### config.mk
export PLATFORM = sky130hd
export DESIGN_NAME = periph_guard
export DESIGN_NICKNAME = d
export VERILOG_FILES = /design/src/rtl/guard_pkg.sv /design/src/rtl/periph_guard.sv /design/src/rtl/periph_guard_regs.sv
export SDC_FILE = /design/constraint.sdc
export NUM_CORES = 1
export LEC_CHECK = 0
export ABC_AREA = 0
export BUFFER_PORTS_ARGS = -buffer_cell sky130_fd_sc_hd__buf_2
export CAP_MARGIN = 10
export CORE_AREA = 2 2 76 78
export DETAILED_ROUTE_END_ITERATION = 16
export DIE_AREA = 0 0 78 80
export GPL_TIMING_DRIVEN = 0
export PLACE_DENSITY = 0.76
export SYNTH_ARGS = -nofsm -noshare
export SYNTH_HDL_FRONTEND = slang
export SYNTH_SLANG_ARGS = --single-unit
### constraint.sdc
create_clock -name sys_clk -period 3.4 [get_ports sys_clk]
set_clock_uncertainty 0.2 [all_clocks]
set_input_delay 0.17 -clock sys_clk [delete_from_list [all_inputs] [get_ports sys_clk]]
set_output_delay 0.17 -clock sys_clk [all_outputs]
set_load 0.02 [all_outputs]
### src/rtl/guard_pkg.sv
package guard_pkg;

    localparam int GUARD_COUNT = 2;
    localparam int GATE_COUNT = 3;
    localparam int ADDR_W = 8;
    localparam int DATA_W = 32;
    localparam int PROT_W = 8;
    localparam int IDX_W = 3;

    localparam logic [ADDR_W-1:0] OFS_PROTECT_CLEAR = 8'h00;
    localparam logic [ADDR_W-1:0] OFS_PROTECT_SET = 8'h04;

    // Bridge A: power, system control, clock, watchdog, real-time and external-interrupt units.
    localparam int POWER_MANAGER_BIT = 1;
    localparam int SYSTEM_CONTROL_BIT = 2;
    localparam int GENERIC_CLOCK_BIT = 3;
    localparam int WATCHDOG_BIT = 4;
    localparam int REAL_TIME_BIT = 5;
    localparam int EXT_INTERRUPT_UNIT_BIT = 6;
    // Bridge B: debug support, flash control, pin port and trace buffer.
    localparam int DEBUG_SUPPORT_BIT = 1;
    localparam int FLASH_CONTROLLER_BIT = 2;
    localparam int PIN_PORT_BIT = 3;
    localparam int TRACE_BUFFER_BIT = 6;

    localparam logic [PROT_W-1:0] MASK_BRIDGE_A = PROT_W'((1 << POWER_MANAGER_BIT)
        | (1 << SYSTEM_CONTROL_BIT) | (1 << GENERIC_CLOCK_BIT) | (1 << WATCHDOG_BIT)
        | (1 << REAL_TIME_BIT) | (1 << EXT_INTERRUPT_UNIT_BIT));
    localparam logic [PROT_W-1:0] MASK_BRIDGE_B = PROT_W'((1 << DEBUG_SUPPORT_BIT)
        | (1 << FLASH_CONTROLLER_BIT) | (1 << PIN_PORT_BIT) | (1 << TRACE_BUFFER_BIT));

    localparam logic [PROT_W-1:0] RESET_BRIDGE_A = 8'h00;
    localparam logic [PROT_W-1:0] RESET_BRIDGE_B = 8'h02;

    localparam logic [GUARD_COUNT-1:0][PROT_W-1:0] GUARD_MASKS = {MASK_BRIDGE_B, MASK_BRIDGE_A};
    localparam logic [GUARD_COUNT-1:0][PROT_W-1:0] GUARD_RESETS =
        {RESET_BRIDGE_B, RESET_BRIDGE_A};

    // Gate bits: 0 bridge A, 1 bridge B, 2 third bridge (stopped at reset).
    localparam logic [GATE_COUNT-1:0] GATE_RESET = 3'h3;

    typedef struct packed {
        logic sel;
        logic enable;
        logic write;
        logic [ADDR_W-1:0] addr;
        logic [DATA_W-1:0] wdata;
    } bus_req_t;

    typedef struct packed {
        logic [DATA_W-1:0] rdata;
        logic ready;
        logic slverr;
    } bus_rsp_t;

    typedef struct packed {
        logic valid;
        logic [IDX_W-1:0] idx;
        logic debug;
    } periph_wr_t;

endpackage

### src/rtl/periph_guard.sv
// Functional notes
// - One guard per bridge, own peripherals only; the third bridge has no guard here.
// - Gated bus clocks; A, B on, third off.
// - Guard runs in sleep while clock source runs.
// - Debugger writes ignore every protect bit.
// - Writing zero to set or clear: no change.
// - Clear register one removes protection.
// - Reads return protect state, one is protected.
// - Reset: bridge B 0x02, bridge A zero.
// - Bridge A bit map, bits 0,7 unused.
// - Bridge B bit map, bits 0,4,5,7 unused.
// - Clear at 0x00, set at 0x04.
module periph_guard (
    input wire logic sys_clk,
    input wire logic rstn,
    input wire logic pwr_gate_wr,
    input wire logic [guard_pkg::GATE_COUNT-1:0] pwr_gate_val,
    input wire logic [guard_pkg::GUARD_COUNT-1:0] src_running,
    input guard_pkg::bus_req_t [guard_pkg::GUARD_COUNT-1:0] bus_req,
    output guard_pkg::bus_rsp_t [guard_pkg::GUARD_COUNT-1:0] bus_rsp,
    input guard_pkg::periph_wr_t [guard_pkg::GUARD_COUNT-1:0] wr_req,
    output logic [guard_pkg::GUARD_COUNT-1:0] wr_allow,
    output logic [guard_pkg::GUARD_COUNT-1:0] wr_denied_r,
    output logic [guard_pkg::GUARD_COUNT-1:0][guard_pkg::PROT_W-1:0] prot_state,
    output logic [guard_pkg::GATE_COUNT-1:0] gate_on_r
);
    import guard_pkg::*;

    logic [GUARD_COUNT-1:0] active;
    logic [GUARD_COUNT-1:0] blocked;

    // The power manager owns the gates; this block only holds their state.
    always_ff @(posedge sys_clk or negedge rstn) begin
        if (!rstn) begin
            gate_on_r <= GATE_RESET;
        end else if (pwr_gate_wr) begin
            gate_on_r <= pwr_gate_val;
        end
    end

    // One flop vector for all guards keeps a single process driving it.
    always_ff @(posedge sys_clk or negedge rstn) begin
        if (!rstn) begin
            wr_denied_r <= '0;
        end else begin
            wr_denied_r <= blocked;
        end
    end

    genvar g;
    generate
        for (g = 0; g < GUARD_COUNT; g++) begin : guard
            // Sleep does not stop the guard; only a stopped clock or source does.
            assign active[g] = gate_on_r[g] && src_running[g];

            // Each guard sees only its own bridge's requests.
            periph_guard_regs #(
                .RESET_VAL(GUARD_RESETS[g]),
                .MASK(GUARD_MASKS[g])
            ) regs (
                .sys_clk(sys_clk),
                .rstn(rstn),
                .clk_on(active[g]),
                .req(bus_req[g]),
                .rsp(bus_rsp[g]),
                .prot(prot_state[g])
            );

            assign blocked[g] = wr_req[g].valid && !wr_req[g].debug
                && prot_state[g][wr_req[g].idx];
            assign wr_allow[g] = wr_req[g].valid && !blocked[g];

        end
    endgenerate
endmodule

### src/rtl/periph_guard_regs.sv
module periph_guard_regs #(
    parameter logic [guard_pkg::PROT_W-1:0] RESET_VAL = 8'h00,
    parameter logic [guard_pkg::PROT_W-1:0] MASK = 8'h00
) (
    input wire logic sys_clk,
    input wire logic rstn,
    input wire logic clk_on,
    input guard_pkg::bus_req_t req,
    output guard_pkg::bus_rsp_t rsp,
    output logic [guard_pkg::PROT_W-1:0] prot
);
    import guard_pkg::*;

    logic [PROT_W-1:0] prot_r;
    logic [DATA_W-1:0] rdata_r;
    logic hit_clr;
    logic hit_set;
    logic wr_go;
    logic [PROT_W-1:0] wbits;

    assign hit_clr = (req.addr == OFS_PROTECT_CLEAR);
    assign hit_set = (req.addr == OFS_PROTECT_SET);
    assign wr_go = clk_on && req.sel && req.enable && req.write;
    // Unused positions can never be set, so they always read as zero.
    assign wbits = req.wdata[PROT_W-1:0] & MASK;

    always_ff @(posedge sys_clk or negedge rstn) begin
        if (!rstn) begin
            prot_r <= RESET_VAL;
        end else if (wr_go && hit_clr) begin
            prot_r <= prot_r & ~wbits;
        end else if (wr_go && hit_set) begin
            prot_r <= prot_r | wbits;
        end
    end

    // Read data is captured in the setup phase so it comes from a flop.
    always_ff @(posedge sys_clk or negedge rstn) begin
        if (!rstn) begin
            rdata_r <= 32'h0000_0000;
        end else if (clk_on && req.sel && !req.enable) begin
            if (hit_clr || hit_set) begin
                rdata_r <= {{(DATA_W-PROT_W){1'b0}}, prot_r};
            end else begin
                rdata_r <= 32'h0000_0000;
            end
        end
    end

    assign prot = prot_r;
    assign rsp.rdata = rdata_r;
    assign rsp.ready = clk_on;
    assign rsp.slverr = req.sel && req.enable && !(hit_clr || hit_set);

endmodule

# Yosys cells after proc, flatten, opt, wreduce, memory -nomap -nowiden
# Index checks and enable logic that the tools add are counted.
[op_classes]
order_cmp = 2
n_eq_ne = 2
muxes = 10
n_bitwise = 6
reduce_logical = 38
[op_table]
columns = ["operator", "count"]
rows = [
  ["$mux 8", 6],
  ["$logic_and 1x1->1", 24],
  ["$and 8x8->8", 2],
  ["$eq 8x3->1 const B", 2],
  ["$logic_not 8->1", 2],
  ["$not 7->8", 2],
  ["$or 8x7->8", 2],
  ["$logic_not 1->1", 8],
  ["$lt 3x4->1 const B", 2],
  ["$bmux 1 s3", 2],
  ["$reduce_bool 2->1", 2],
  ["$logic_or 1x1->1", 2],
  ["$mux 1", 2],
]
[totals]
ff_bits = 85
inputBits = 104
output_inout_bits = 91
elab_cells = 64

# Longest topological paths before layout
[logic_depth]
word_depth = 7
mapped_depth = 5

# By module
# Synthesis repeated with hierarchy kept, for this count alone.
[hier_totals]
cells_unflattened = 180
hier_area_um2 = 1780.5
[modules_own_cells]
columns = ["mod", "instances", "cells_per_inst", "area_each_um2", "seq_area_each_um2"]
rows = [
  ["periph_guard_regs (guard[0].regs)", 1, 82, 800.8, 300.3],
  ["periph_guard_regs (guard[1].regs)", 1, 68, 640.6, 201.4],
  ["periph_guard", 1, 30, 339.1, 127.6],
]

# Worst setup path before layout
# No wires, ideal clock.
[synth_path]
path_kind = "flip-flop to flip-flop"
startpoint = "register gate_on_r[0] (netlist bit)"
endpoint = "register (tool-made name)"
arrival_ps = 1471
slack_ps = 1602
stages_incl_launch_ff = 5
path_buffers = 0
period_less_slack_ps = 1798
path_cell_list = "dfstp_2 > nand2_1 > nor4_4 > nand2_1 > mux2_1"
[synth_lines]
columns = ["item", "line_no", "text"]
rows = [
  ["start: declaration", "periph_guard.sv:25", "output logic [guard_pkg::GATE_COUNT-1:0] gate_on_r"],
  ["start signal: assignment", "periph_guard.sv:37", "gate_on_r <= pwr_gate_val;"],
]

==> summary.md <==
| Metric | Value |
|---|---|
| Ratio of cells with drive above 1 in the final layout | `47.2%` |
| Num rows | `27` |
| DIE HEIGHT | `80 um` |
| DR WL/cell | `9.80 um` |
| Unrepaired setup endpoints after global routing | `false` |
| Area leader, netlist | `dfrtp_1` |
| WL final | `4050 um` |
| Multi-input combinational cell area | `807 um2` |
| Leak | `1.52 nW` |
| Die ar. | `6240 um2` |
| Worst r2r src | `gate_on_r[0]` |
| Most common cell after layout, fill and taps aside | `buf_2` |
| Worst path required time | `3360 ps` |
| Fillers | `544` |
| Count of input and output buffers | `80` |
| GR Overflow Total | `0` |
| Sequential area share after synthesis | `37.1%` |
| Initial antenna violation count | `0` |
| Final worst-path cycle share | `71.9%` |
| Pwr/cell area | `271 nW/um2` |
| Critical path origin | `gate_on_r[0]` |
| Boundary pin count | `195` |
| Reg area | `629 um2` |
| Pre-CTS setup slack | `1320 ps` |
| Vias after detailed routing | `1559` |
| Cell Area, Synth | `1700 um2` |
| H-tree depth | `1` |
| Initial core utilization | `31.4%` |
| Rel. slew slack | `55.8%` |
| Max Slew Vio Count | `0` |
| Critical path endpoint category | `flop` |
| DRT Pass-1 Iters | `4` |
| Setup TNS | `0 ps` |
| Synthesized area per cell | `9.26 um2` |
| Register bit total from synthesis | `25` |
| Synth unique cells | `30` |
| Synth warn | `0` |
| Worst-skew pair later-pin latency | `270 ps` |
| VDD IR-drop max | `130 uV` |
| Chip width | `78 um` |
| CTS tree | `done` |
| Largest net degree at the start of global routing | `26` |
| Final net count | `446` |
| Achievable frequency | `0.409 GHz` |
| Kind of critical path | `reg2reg` |
| Arrival time worst endpoint | `2410 ps` |
| Clock tree buffer depth | `2` |
| ANT nets after route | `0` |
| Final setup fails | `0` |
| TritonCTS Sinks | `25` |
| Final worst setup slack | `955 ps` |
| Critical Path Source Type | `flop` |
| Post-layout util | `48.2%` |
| Post-route DRC | `0` |
| Most frequent cells in the layout | `buf_2, buf_4, conb_1` |
| GRT Util Overall | `12.1%` |
| Final count of hold timing violations | `0` |
| Top-area cell type share of the netlist area | `32.5%` |
| Worst-path fanout max | `6` |
| Mapped Cells | `183` |
| Area Overhead vs Synth | `53.7%` |
| Area contributors post-synth | `dfrtp_1, buf_4, nand2_1` |
| Pwr Total | `0.000706 W` |
| GP Congestion | `0.737` |
| N_diodes | `0` |
| Placeable Area | `5410 um2` |
| R2R setup slack | `950 ps` |
| Vias/cell | `3.77` |
| Worst-path clk slew | `100 ps` |
| DP HPWL | `3280 um` |
| Reg2reg path depth | `5` |
| CTS buffer count | `3` |
| Hold WC Path Type | `in2reg` |
| Initial DRC Count | `25` |
| Worst-Margin Slew | `662 ps` |
| First-pass GRT wire length | `6110 um` |
| Vias in the first global route | `1402` |
| Status | `finished clean` |
| Clock root buffer | `clkbuf_8` |
| Fin crit period | `2450 ps` |
| Max cap viols | `0` |
-- layout make-up --
cell class              instances  share of cell area, %
repair buffers                 95                   21.1
clock inverters                 1                  0.288
clock buffers                   3                   1.58
inverters                       4                  0.576
plain buffers                  62                   17.9
multi-input cells             151                   31.0
well taps                      72                   3.46
flip-flops and latches         25                   24.1
-- what timing repair did --
action                    in CTS  in global routing
hold buffers                  15                  0
resized for setup              0                  0
buffers inserted               0                  0
hold endpoints to repair      37                  0
-- cell usage after synthesis, drive strengths merged --
| master | instances |
|---|---|
| and3b | 1 |
| nor3b | 3 |
| nor4 | 3 |
| o21ai | 11 |
| o31ai | 1 |
| and3 | 3 |
| nand3 | 2 |
| nor2 | 1 |
| and2 | 1 |
| nand4b | 1 |
| conb | 1 |
| nor2b | 3 |
| a21boi | 1 |
| or4 | 2 |
| or2 | 2 |
| or3 | 2 |
| nand3b | 1 |
| nand2b | 2 |
| a21oi | 2 |
| nor3 | 3 |
| inv | 4 |
| dfstp | 3 |
| dfrtp | 22 |
| mux2 | 13 |
| nand2 | 32 |
| buf | 62 |
| o22ai | 1 |
-- power breakdown --
part / leakage (nW) / switching, W / internal, W
clock: 0.0217 / 0.000101 / 0.0000830
combinational: 1.16 / 0.000116 / 0.0000991
sequential: 0.336 / 0.00000347 / 0.000304
total: 1.52 / 0.000220 / 0.000486
-- kinds of logic after synthesis --
kind of cell / after synthesis / share of synthesized area [%]
DFF: 25 / 37.1
other: 1 / 0.221
muxes: 13 / 8.63
and+or+nand+nor: 62 / 20.6
buffers and inverters: 66 / 28.3
AOI/OAI and AO/OA: 16 / 5.09
-- routing by layer --
| layer | global-route usage (%) | vias up | share of wire [%] |
|---|---|---|---|
| met5 | 0 | - | 0 |
| met4 | 3.51 | 0 | 0.35 |
| met3 | 2.94 | 2 | 11 |
| met2 | 24.3 | 87 | 54 |
| met1 | 12.2 | 668 | 35 |
| li1 | - | 802 | - |
-- worst min-delay path by stage --
stage | start | to | slack [ps] | cells after the start
after floorplan | rstn | async pin | -330 | 0
after global placement | rstn | async pin | -0.9 | 1
after detailed placement | rstn | async pin | 10 | 1
after CTS | bus_req[49] | flop | 7 | 3
after global routing | bus_req[49] | flop | 20 | 3
final | wr_req[0] | wr_denied_r[0] | 10 | 4
-- worst max-delay path: stages, from the launching register on --
cell and delay (ps):
dfstp_2 550, nand2_1 120, nor4_4 480, nand2_1 130, mux2_1 320, dlygate4sd3_1 560
-- metrics by stage --
step	std cells	instance area [um2]	hold WS [ps]
floorplan	242	1920	-326
global placement	394	2410	-0.924
detailed placement	394	2410	10.6
CTS	413	2610	7.48
global route	413	2610	21.6
finish	413	2610	11.9
No activity file was read; power rests on OpenSTA's default activity.
